$ cat config.mk
export PLATFORM = sky130hd
export DESIGN_NAME = dpsc_port_ctrl
export DESIGN_NICKNAME = d
export VERILOG_FILES = /design/src/shared/dpsc_pkg.sv /design/src/shared/dpsc_pins_if.sv /design/src/design/dpsc_pin_drv.sv /design/src/design/dpsc_port_ctrl.sv
export SDC_FILE = /design/constraint.sdc
export NUM_CORES = 1
export LEC_CHECK = 0
export BUFFER_PORTS_ARGS = -buffer_cell sky130_fd_sc_hd__buf_4
export CORE_MARGIN = 10
export CORE_UTILIZATION = 30
export DETAILED_ROUTE_END_ITERATION = 16
export HOLD_SLACK_MARGIN = 0.12
export RECOVER_POWER = 50
export SYNTH_ARGS = -nofsm -noshare
export SYNTH_HDL_FRONTEND = slang
export SYNTH_SLANG_ARGS = --single-unit
$ cat constraint.sdc
create_clock -name clk -period 2.07 [get_ports clk]
set_clock_uncertainty 0.05 [all_clocks]
set_input_delay 0.207 -clock clk [delete_from_list [all_inputs] [get_ports clk]]
set_output_delay 0.207 -clock clk [all_outputs]
set_load 0.05 [all_outputs]
$ cat src/shared/dpsc_pkg.sv
// Purpose: Constants and types for the dual-port SRAM port controller.
// Assumes: 125 MHz clock; one port of an asynchronous dual-port SRAM.
// Notes:   Timing figures in ns, cycle counts derived from the clock rate.
package dpsc_pkg;

  localparam int unsigned CLK_PERIOD_NS = 8;
  // -----------------------------------------------------------------
  // Timing (slowest speed grade)
  // -----------------------------------------------------------------
  localparam int unsigned T_WP_NS   = 12;
  localparam int unsigned T_WZ_NS   = 4;
  localparam int unsigned T_DW_NS   = 10;
  localparam int unsigned T_HZ_NS   = 8;
  localparam int unsigned T_SAA_NS  = 20;
  localparam int unsigned T_AA_NS   = 15;
  localparam int unsigned T_SWRD_NS = 5;
  localparam int unsigned T_WC_NS   = 15;

  function automatic int unsigned cyc_up(input int unsigned ns);
    int unsigned c;
    c = (ns + CLK_PERIOD_NS - 1) / CLK_PERIOD_NS;
    return (c < 1) ? 1 : c;
  endfunction

  localparam int unsigned WP_CYC   = cyc_up(T_WP_NS);
  localparam int unsigned WPOE_CYC = cyc_up(T_WZ_NS + T_DW_NS);
  localparam int unsigned HZ_CYC   = cyc_up(T_HZ_NS);
  localparam int unsigned RD_CYC   = cyc_up(T_AA_NS);
  localparam int unsigned SRD_CYC  = cyc_up(T_SAA_NS);
  localparam int unsigned SWRD_CYC = cyc_up(T_SWRD_NS);
  localparam int unsigned WC_CYC   = cyc_up(T_WC_NS);
  localparam int unsigned DW_CYC   = cyc_up(T_DW_NS);
  // Data enable trails the write strobe by one cycle
  localparam int unsigned DLAG_CYC = 1;
  // Pin register lag plus three synchroniser flops
  localparam int unsigned SYNC_CYC = 4;
  localparam int unsigned CNT_W    = 4;

  localparam int unsigned DATA_W = 36;
  localparam int unsigned ADDR_W = 17;
  localparam int unsigned BE_W   = 4;
  localparam int unsigned SEM_AW = 3;

  typedef enum logic [1:0] {
    DPSC_OP_READ,
    DPSC_OP_WRITE,
    DPSC_OP_SEM_WRITE,
    DPSC_OP_SEM_READ
  } dpsc_op_t;

endpackage

$ cat src/shared/dpsc_pins_if.sv
// Purpose: Pin-level signals from sequencer to pin driver.
// Assumes: All signals on clk; strobes active low.
// Notes:   Data output enable gated by the pin driver.
`timescale 1ns/100ps
interface dpsc_pins_if;
  logic                          cs_n;
  logic                          rw_n;
  logic                          oe_n;
  logic                          semaphore_select_n;
  logic [dpsc_pkg::BE_W-1:0]     byte_lane_enable_n;
  logic [dpsc_pkg::ADDR_W-1:0]   addr;
  logic [dpsc_pkg::DATA_W-1:0]   dout;
  logic                          dout_en;
  modport seq (output cs_n, rw_n, oe_n, semaphore_select_n,
               byte_lane_enable_n, addr, dout, dout_en);
  modport drv (input cs_n, rw_n, oe_n, semaphore_select_n,
               byte_lane_enable_n, addr, dout, dout_en);
endinterface

$ cat src/design/dpsc_pin_drv.sv
// Purpose: Registered pin outputs of the controller.
// Assumes: Sequencer values are already glitch free per cycle.
// Notes:   All outputs are flip-flops so pins change on clock edges only.
`timescale 1ns/100ps
module dpsc_pin_drv (
  input  wire logic                        clk,
  input  wire logic                        rstn,
  dpsc_pins_if.drv                         p,
  output logic                             cs_n,
  output logic                             rw_n,
  output logic                             oe_n,
  output logic                             semaphore_select_n,
  output logic [dpsc_pkg::BE_W-1:0]        byte_lane_enable_n,
  output logic [dpsc_pkg::ADDR_W-1:0]      addr,
  output logic [dpsc_pkg::DATA_W-1:0]      data_o,
  output logic                             data_oe
);
  always_ff @(posedge clk or negedge rstn) begin
    if (!rstn) begin
      cs_n               <= 1'b1;
      rw_n               <= 1'b1;
      oe_n               <= 1'b1;
      semaphore_select_n <= 1'b1;
      byte_lane_enable_n <= '1;
      addr               <= '0;
      data_o             <= '0;
      data_oe            <= 1'b0;
    end else begin
      cs_n               <= p.cs_n;
      rw_n               <= p.rw_n;
      oe_n               <= p.oe_n;
      semaphore_select_n <= p.semaphore_select_n;
      byte_lane_enable_n <= p.byte_lane_enable_n;
      addr               <= p.addr;
      data_o             <= p.dout;
      // Never drive while device may drive
      data_oe            <= p.dout_en & ~p.rw_n;
    end
  end
endmodule

$ cat src/design/dpsc_port_ctrl.sv
// Purpose: Host-side controller for one port of an async dual-port SRAM.
// Assumes: Requests come from logic on clk; data pins from another domain.
// Notes:   One access at a time; semaphore flag read from data bit 0.
`timescale 1ns/100ps
module dpsc_port_ctrl #(
  parameter int unsigned DATA_W = dpsc_pkg::DATA_W,
  parameter int unsigned ADDR_W = dpsc_pkg::ADDR_W,
  parameter int unsigned BE_W   = dpsc_pkg::BE_W
) (
  input  wire logic                   clk,
  input  wire logic                   rstn,
  input  wire logic                   req_valid,
  output logic                        req_ready,
  input  wire dpsc_pkg::dpsc_op_t     req_op,
  input  wire logic [ADDR_W-1:0]      req_addr,
  input  wire logic [DATA_W-1:0]      req_wdata,
  input  wire logic [BE_W-1:0]        req_be,
  input  wire logic                   req_oe_low,
  output logic                        rsp_valid,
  output logic [DATA_W-1:0]           rsp_rdata,
  output logic                        rsp_sem_flag,
  output logic                        rsp_sem_err,
  output logic                        cs_n,
  output logic                        rw_n,
  output logic                        oe_n,
  output logic                        semaphore_select_n,
  output logic [BE_W-1:0]             byte_lane_enable_n,
  output logic [ADDR_W-1:0]           addr,
  input  wire logic [DATA_W-1:0]      data_i,
  output logic [DATA_W-1:0]           data_o,
  output logic                        data_oe
);
  localparam int unsigned CW = dpsc_pkg::CNT_W;
  // Data only starts a cycle into the pulse, so setup time sets the floor
  localparam int unsigned PW_MIN   = dpsc_pkg::DW_CYC + dpsc_pkg::DLAG_CYC;
  localparam int unsigned PW_CYC   = (dpsc_pkg::WP_CYC > PW_MIN) ?
                                     dpsc_pkg::WP_CYC : PW_MIN;
  localparam int unsigned PWOE_CYC = (dpsc_pkg::WPOE_CYC > PW_MIN) ?
                                     dpsc_pkg::WPOE_CYC : PW_MIN;

  // -----------------------------------------------------------------
  // Data pin synchroniser
  // -----------------------------------------------------------------
  logic [DATA_W-1:0] s1_q, s2_q, s3_q, din_q;
  always_ff @(posedge clk or negedge rstn) begin
    if (!rstn) begin
      s1_q  <= '0;
      s2_q  <= '0;
      s3_q  <= '0;
      din_q <= '0;
    end else begin
      s1_q <= data_i;
      s2_q <= s1_q;
      s3_q <= s2_q;
      for (int i = 0; i < DATA_W; i++) begin
        if (s2_q[i] == s3_q[i]) begin
          din_q[i] <= s2_q[i];
        end
      end
    end
  end

  // -----------------------------------------------------------------
  // Sequencer
  // -----------------------------------------------------------------
  typedef enum logic [2:0] {
    DPSC_IDLE, DPSC_SETUP, DPSC_PULSE, DPSC_RECOV, DPSC_READ, DPSC_SAMPLE
  } dpsc_state_t;

  dpsc_state_t        st_q;
  logic [CW-1:0]      cnt_q;
  dpsc_pkg::dpsc_op_t op_q;
  logic [ADDR_W-1:0]  addr_q;
  logic [DATA_W-1:0]  wdata_q;
  logic [BE_W-1:0]    be_q;
  logic               oe_low_q;
  logic               cs_n_q, rw_n_q, oe_n_q, sem_n_q, den_q;
  logic [BE_W-1:0]    be_n_q;
  logic               is_sem, is_wr;

  assign is_sem    = (op_q == dpsc_pkg::DPSC_OP_SEM_WRITE) ||
                     (op_q == dpsc_pkg::DPSC_OP_SEM_READ);
  assign is_wr     = (op_q == dpsc_pkg::DPSC_OP_WRITE) ||
                     (op_q == dpsc_pkg::DPSC_OP_SEM_WRITE);
  assign req_ready = (st_q == DPSC_IDLE);

  function automatic logic [CW-1:0] cyc(input int unsigned n);
    return CW'(n - 1);
  endfunction

  always_ff @(posedge clk or negedge rstn) begin
    if (!rstn) begin
      st_q     <= DPSC_IDLE;
      cnt_q    <= '0;
      op_q     <= dpsc_pkg::DPSC_OP_READ;
      addr_q   <= '0;
      wdata_q  <= '0;
      be_q     <= '0;
      oe_low_q <= 1'b0;
      cs_n_q   <= 1'b1;
      rw_n_q   <= 1'b1;
      oe_n_q   <= 1'b1;
      sem_n_q  <= 1'b1;
      be_n_q   <= '1;
      den_q    <= 1'b0;
    end else begin
      case (st_q)
        DPSC_IDLE: begin
          if (req_valid) begin
            // Address only changes here, all strobes high
            op_q     <= req_op;
            addr_q   <= req_addr;
            wdata_q  <= req_wdata;
            be_q     <= req_be;
            oe_low_q <= req_oe_low;
            st_q     <= DPSC_SETUP;
          end
        end
        DPSC_SETUP: begin
          // Strobe and selects go low on the same edge: on a write the device keeps outputs off, on a read OE low turns them on
          be_n_q <= ~be_q;
          if (is_wr) begin
            rw_n_q <= 1'b0;
            oe_n_q <= ~oe_low_q;
            st_q   <= DPSC_PULSE;
            // Output drivers need turn-off time before data setup
            cnt_q  <= oe_low_q ? cyc(PWOE_CYC)
                               : cyc(PW_CYC);
          end else begin
            oe_n_q <= 1'b0;
            st_q   <= DPSC_READ;
            cnt_q  <= is_sem ? cyc(dpsc_pkg::SRD_CYC)
                             : cyc(dpsc_pkg::RD_CYC);
          end
          // Exactly one of the two selects is low
          cs_n_q  <= is_sem;
          sem_n_q <= ~is_sem;
        end
        DPSC_PULSE: begin
          // Data driven only once strobe is low (device outputs off)
          den_q <= 1'b1;
          if (cnt_q == '0) begin
            rw_n_q  <= 1'b1;
            cs_n_q  <= 1'b1;
            sem_n_q <= 1'b1;
            be_n_q  <= '1;
            oe_n_q  <= 1'b1;
            st_q    <= DPSC_RECOV;
            cnt_q   <= is_sem ? cyc(dpsc_pkg::SWRD_CYC)
                              : cyc(dpsc_pkg::HZ_CYC);
          end else begin
            cnt_q <= cnt_q - 1'b1;
          end
        end
        DPSC_READ: begin
          if (cnt_q == '0) begin
            st_q  <= DPSC_SAMPLE;
            cnt_q <= CW'(dpsc_pkg::SYNC_CYC);
          end else begin
            cnt_q <= cnt_q - 1'b1;
          end
        end
        DPSC_SAMPLE: begin
          // Wait for the synchroniser to settle, then release
          if (cnt_q == '0) begin
            cs_n_q  <= 1'b1;
            sem_n_q <= 1'b1;
            be_n_q  <= '1;
            oe_n_q  <= 1'b1;
            st_q    <= DPSC_RECOV;
            cnt_q   <= cyc(dpsc_pkg::HZ_CYC);
          end else begin
            cnt_q <= cnt_q - 1'b1;
          end
        end
        DPSC_RECOV: begin
          den_q <= 1'b0;
          if (cnt_q == '0) begin
            st_q <= DPSC_IDLE;
          end else begin
            cnt_q <= cnt_q - 1'b1;
          end
        end
        default: st_q <= DPSC_IDLE;
      endcase
    end
  end

  // -----------------------------------------------------------------
  // Response
  // -----------------------------------------------------------------
  logic done;
  assign done = (st_q == DPSC_SAMPLE) && (cnt_q == '0);

  always_ff @(posedge clk or negedge rstn) begin
    if (!rstn) begin
      rsp_valid    <= 1'b0;
      rsp_rdata    <= '0;
      rsp_sem_flag <= 1'b0;
      rsp_sem_err  <= 1'b0;
    end else begin
      rsp_valid <= done ||
                   ((st_q == DPSC_PULSE) && (cnt_q == '0));
      if (done) begin
        rsp_rdata    <= din_q;
        // Flag value replicated on every line
        rsp_sem_flag <= din_q[0];
        rsp_sem_err  <= is_sem && (din_q != {DATA_W{din_q[0]}});
      end
    end
  end

  dpsc_pins_if pins ();
  assign pins.cs_n               = cs_n_q;
  assign pins.rw_n               = rw_n_q;
  assign pins.oe_n               = oe_n_q;
  assign pins.semaphore_select_n = sem_n_q;
  assign pins.byte_lane_enable_n = be_n_q;
  assign pins.addr               = addr_q;
  assign pins.dout               = wdata_q;
  assign pins.dout_en            = den_q;

  dpsc_pin_drv u_drv (
    .clk                (clk),
    .rstn               (rstn),
    .p                  (pins),
    .cs_n               (cs_n),
    .rw_n               (rw_n),
    .oe_n               (oe_n),
    .semaphore_select_n (semaphore_select_n),
    .byte_lane_enable_n (byte_lane_enable_n),
    .addr               (addr),
    .data_o             (data_o),
    .data_oe            (data_oe)
  );
endmodule

# After elaboration in Yosys (flattened, before gate mapping)
# Cells that the tools add are included.
[word_totals]
inputBits = 99
latch_bits = 0
elab_cells = 162
output_inout_bits = 102
n_memories = 0
ram_bits = 0
ff_bits = 321
romBits = 0
[op_classes]
addsub = 1
n_div = 0
shift = 0
n_mul = 0
n_reduce_logical = 18
n_eq_ne = 52
bitwise = 5
magnitude_cmp = 0
n_mux = 22
[ops]
columns = ["cell", "count"]
rows = [
  ["1-bit equality test", 36],
  ["35-bit inequality test", 1],
  ["4-bit 2-to-1 mux", 4],
  ["4-bit one-hot mux with 4 select lines", 1],
  ["3-bit 2-to-1 mux", 5],
  ["3-bit one-hot mux with 5 select lines", 1],
  ["2-bit inequality test (second input constant)", 6],
  ["1-bit one-hot mux with 2 select lines", 5],
  ["4-bit one-hot mux with 2 select lines", 1],
  ["3-bit by 2-bit equality test with 1-bit output (second input constant)", 2],
  ["3-bit equality test (second input constant)", 2],
  ["2-bit AND reduction", 3],
  ["2-bit nonzero test", 3],
  ["2-bit equality test (second input constant)", 2],
  ["4-bit zero test", 1],
  ["2-bit 2-to-1 mux", 2],
  ["4-bit NOT", 1],
  ["4-bit AND reduction", 1],
  ["4-bit nonzero test", 1],
  ["4-bit by 1-bit subtractor with 4-bit output (second input constant)", 1],
  ["3-bit by 1-bit equality test with 1-bit output (second input constant)", 1],
  ["1-bit logical AND", 3],
  ["3-bit zero test", 1],
  ["1-bit logical OR", 3],
  ["other kinds (7)", 11],
]

# Longest topological paths before layout
[depth]
ltp_word = 5
ltp_mapped = 10

# By module
# A second synthesis with hierarchy kept.
[unflattened]
hier_cells = 618
area_unflattened_um2 = 10458.8
[modules_own_cells]
columns = ["module", "instances", "cells_each", "seq_area_each_um2", "area_each_um2"]
rows = [
  ["dpsc_port_ctrl", 1, 555, 6466.2, 8883.5],
  ["dpsc_pin_drv", 1, 63, 1561.5, 1575.3],
]

# Worst setup path before layout
# OpenSTA, ideal clock, no wires.
[synth_path]
kind = "flip-flop to flip-flop"
from = "reg st_q[0]"
to = "reg addr_q[0]"
n_path_buf = 3
setup_time_ps = 125
path_slack_ps = -665
required_ps = 1895
t_arrival_ps = 2560
path_stages_with_launch = 7
cell_sequence = "dfrtp_1 -> buf_2 -> nor3_1 -> and2_1 -> buf_2 -> buf_2 -> mux2_2"
[synth_via]
elab_chain_len = 2
[synth_lines]
columns = ["element", "line_no", "source"]
rows = [
  ["from (decl)", "dpsc_port_ctrl.sv:70", "dpsc_state_t st_q;"],
  ["from (signal assigned)", "dpsc_port_ctrl.sv:93", "st_q <= DPSC_IDLE;"],
  ["from (signal assigned)", "dpsc_port_ctrl.sv:116", "st_q <= DPSC_SETUP;"],
  ["from (signal assigned)", "dpsc_port_ctrl.sv:125", "st_q <= DPSC_PULSE;"],
  ["3-bit zero test", "-", ""],
  ["named net req_ready", "dpsc_port_ctrl.sv:13", "output logic req_ready,"],
  ["2-bit AND reduction (no line)", "-", ""],
  ["to (signal assigned)", "dpsc_port_ctrl.sv:112", "addr_q <= req_addr;"],
  ["to (decl)", "dpsc_port_ctrl.sv:73", "logic [ADDR_W-1:0] addr_q;"],
]
# The timed path passes the listed nets, and every way through them passes these cells.
# A chain may end at the register's enable or synchronous reset.

# Final worst setup path
[layout_path]
from = "reg cnt_q[0]"
to = "reg rsp_rdata[35]"
[layout_via]
elab_chain_len = 2
[layout_lines]
columns = ["element", "line_no", "source"]
rows = [
  ["from (decl)", "dpsc_port_ctrl.sv:71", "logic [CW-1:0] cnt_q;"],
  ["from (signal assigned)", "dpsc_port_ctrl.sv:127", "cnt_q <= oe_low_q ? cyc(PWOE_CYC)"],
  ["from (signal assigned)", "dpsc_port_ctrl.sv:132", "cnt_q <= is_sem ? cyc(dpsc_pkg::SRD_CYC)"],
  ["from (signal assigned)", "dpsc_port_ctrl.sv:149", "cnt_q <= is_sem ? cyc(dpsc_pkg::SWRD_CYC)"],
  ["4-bit zero test", "dpsc_port_ctrl.sv:193", "assign done = (st_q == DPSC_SAMPLE) && (cnt_q == '0);"],
  ["1-bit logical AND", "dpsc_port_ctrl.sv:193", ""],
  ["to (signal assigned)", "dpsc_port_ctrl.sv:205", "rsp_rdata <= din_q;"],
  ["to (decl)", "dpsc_port_ctrl.sv:20", "output logic [DATA_W-1:0] rsp_rdata,"],
]
# Every way passes these cells.

==> impl_metrics.yaml <==
run_status:
  outcome: "finished, final reports clean"
worst_setup_path:
  cp.arrival_ns: 2.27
  crit_required_ns: 2.42
  cp-end-kind: "flop"
  path_max_fanout: 22
  r2r_slack_ns: 0.16
  r2r-start: "cnt_q[0]$_DFFE_PN0P_"
  rr_worst_depth: 7
  critPathLaunchType: "flop"
  crit_type: "flop to flop"
  r2r-end: "rsp_rdata[35]$_DFFE_PN0P_"
floorplanning:
  core.rowCount: 68
  coreArea_sq_mm: 0.03437
  dieArea_sq_mm: 0.04256
  die_w_microns: 206.3
  ios: 201
  start_util_pct: 30.30
  die_h_microns: 206.3
power_and_ir_drop:
  p_leak_uw: 0.006554
  finalPower_uw: 24060
  vdd_ir_drop_max_mv: 0.8801
  powerDensity_mw_per_mm2: 1633
yosys:
  synth-main-ff-cell: "dfrtp_1"
  synthesis.nets: 724
  yosysUniqueCellTypes: 40
  seq_area_frac_synth_pct: 77.09
  synth_area_sq_mm: 0.01041
  synthesis.instances: 618
  async_reset_ff_share_pct: 100.0
  syn_avg_cell_area_sq_um: 16.85
  ys_seq_elements: 320
  synth_edf_count: 0
  ys_warn_count: 0
worst_hold_path:
  min_path_type: "primary input to asynchronous set/reset pin"
grt:
  grt_usage_pct: 11.18
  antenna_found_initial: 4
  grt_overflow: 0
  grt_pass1_vias: 6679
  grt_pass1_wl_microns: 37410
  grt_max_degree: 62
finish:
  fin_area_sq_mm: 0.01474
  area_growth_pct: 41.50
  drive_above_1_share_pct: 37.97
  final_net_count: 1064
  finalNonFillerCells: 1444
  final_core_util_pct: 42.87
drt:
  ant_nets: 0
  totalWireLength_microns: 23250
  vias_per_cell: 4.229
  num_vias: 6107
  wl_per_cell_microns: 16.10
  drtPass1Iterations: 4
  drt_iter0_drc: 224
  drc: 0
sta:
  setup_tns_ns: 0
  maxSlewHeadroom_pct: 25.84
  max_freq_ghz: 0.5224
  rsz0062_at_grt: "no"
  finalMaxSlewViolations: 0
  worst_slew_pin_slew_ns: 1.112
  layout_min_cycle_time_ns: 1.914
  period_share_pct: 92.48
  hold_viol: 0
  setup_viol: 0
placement:
  place_inst: 1275
  dp_hpwl_microns: 16080
  numPortBuffers: 200
  gp_congestion: 0.7922
  dpl_cell_area_sq_mm: 0.01265
clock_tree:
  cts_root_buf: "clkbuf_16"
  cts_num_sinks: 320
  insertion_delay_ns: 0.53
  clock_path_buffers: 3
  numCtsBuffers: 38
  cts.clk_slew.worst_paths_ns: 0.06
  cts_tree: "done"
  cts.htree.levels: 2
run:
  drv_cap: 0
[cell usage after synthesis (all sizes together), types with 2 or more instances]
master	number	area share [%]
dfrtp	304	73
mux2	94	10
maj3	36	3.5
o21ai	25	1.2
nand2	20	0.74
nor2	17	0.64
dfstp	16	4.0
buf	14	0.84
nand3	11	0.53
inv	10	0.36
nor3	10	0.48
nand4	8	0.48
ha	7	0.84
a21oi	6	0.29
clkbuf	6	0.22
nor4	6	0.36
a31oi	4	0.24
nor2b	4	0.24
and2	3	0.18
nand2b	2	0.12
nor3b	2	0.25
o21a	2	0.14
o221ai	2	0.17
[sequential cells by signal, indices dropped and copies added (netlist names), 17 cells and up]
| register | cells |
|---|---|
| u_drv.data_o | 36 |
| rsp_rdata | 36 |
| s1_q | 36 |
| s3_q | 36 |
| addr_q | 17 |
| pins.dout | 36 |
| din_q | 36 |
| u_drv.addr | 17 |
| s2_q | 36 |
[how the worst max path moves through the flow]
stage / from / endpoint / slack [ns] / depth (start not counted)
2_1_floorplan: st_q[2]$_DFFE_PN0P_ / addr_q[0]$_DFFE_PN0P_ / 0.02 / 6
3_3_place_gp: cnt_q[0]$_DFFE_PN0P_ / cnt_q[0]$_DFFE_PN0P_ / 0.19 / 8
3_5_place_dp: cnt_q[0]$_DFFE_PN0P_ / cnt_q[3]$_DFFE_PN0P_ / 0.14 / 8
4_1_cts: cnt_q[0]$_DFFE_PN0P_ / cnt_q[3]$_DFFE_PN0P_ / 0.13 / 8
5_1_grt: cnt_q[0]$_DFFE_PN0P_ / cnt_q[3]$_DFFE_PN0P_ / 0.007 / 8
6_report: cnt_q[0]$_DFFE_PN0P_ / rsp_rdata[35]$_DFFE_PN0P_ / 0.16 / 7
[report_power, final]
group	leakage (uW)	switching [uW]	internal (uW)
Clock	0.000578	2550	3650
Sequential	0.00373	1030	8280
Combinational	0.00225	5540	3000
[per-layer routing]
| metal | up-vias | track usage (%) | routed length (microns) |
|---|---|---|---|
| li1 | 2833 | - | - |
| met1 | 3044 | 14.19 | 9907 |
| met2 | 182 | 16.66 | 10440 |
| met3 | 48 | 4.906 | 2300 |
| met4 | 0 | 3.909 | 606 |
| met5 | - | 0 | 0 |
[placed cells by master (no fill, tap or decap), types with 2 or more instances in the layout]
master / netlist / final
ha_1: 7 / 7
buf_12: 0 / 5
o221ai_1: 2 / 2
diode_2: 0 / 4
inv_1: 10 / 10
mux2_4: 7 / 7
clkbuf_1: 6 / 22
nand3_1: 11 / 11
dlygate4sd3_1: 0 / 98
nor2b_1: 4 / 4
dfrtp_1: 304 / 303
nor2_1: 16 / 16
clkbuf_4: 0 / 27
a31oi_1: 4 / 4
buf_4: 2 / 176
o21ai_0: 25 / 23
nand2b_1: 2 / 2
nand2_1: 19 / 19
nand4_1: 8 / 8
nor3_1: 10 / 9
mux2_2: 86 / 86
a21oi_1: 6 / 6
o21ai_1: 0 / 2
dfstp_2: 16 / 8
buf_2: 10 / 2
clkbuf_16: 0 / 38
o21a_1: 2 / 2
nor4_1: 6 / 6
inv_6: 0 / 4
clkinv_2: 0 / 7
dfstp_1: 0 / 8
clkinv_4: 0 / 2
clkbuf_8: 0 / 3
maj3_1: 36 / 36
[critical path, cell delays in order, from the launching register on]
cell	delay [ns]
dfrtp_1	0.38
inv_1	0.06
ha_1	0.22
nor3b_4	0.16
and2_1	0.18
nand2_2	0.17
buf_12	0.20
mux2_2	0.35
[cell type report]
type	instances	area, sq um
Fill cell	3108	19640
Sequential cell	320	8029
Timing Repair Buffer	320	2671
Multi-Input combinational cell	268	2251
Clock buffer	52	1033
Tap cell	455	569.3
Clock inverter	15	133.9
Inverter	10	37.54
Antenna cell	4	10.01
[through the flow]
stage	hold slack, ns	worst slack [ns]
finish	0.1466	0.1557
global route	0.1944	0.007335
CTS	0.1679	0.1251
detailed placement	0.1378	0.1409
global placement	0.1366	0.1905
floorplan	-0.1386	0.02285
[timing repair]
| item | 4_1_cts | 5_1_grt |
|---|---|---|
| resized for setup | 0 | 3 |
| endpoints found under the setup margin | 0 | 4 |
| setup buffers | 0 | 0 |
| hold endpoints to repair | 408 | 0 |
| hold buffers | 98 | 0 |
[kinds of logic after synthesis]
| family | Yosys count | share of synthesized area, % |
|---|---|---|
| flops | 320 | 77.09 |
| mux | 94 | 10.42 |
| simple gates | 84 | 4.097 |
| compound gates | 46 | 2.595 |
| fa+ha+maj | 43 | 4.301 |
| buf+inv | 30 | 1.418 |
| xor+xnor | 1 | 0.08412 |
Note: power is estimated with default switching activity, not from simulation.
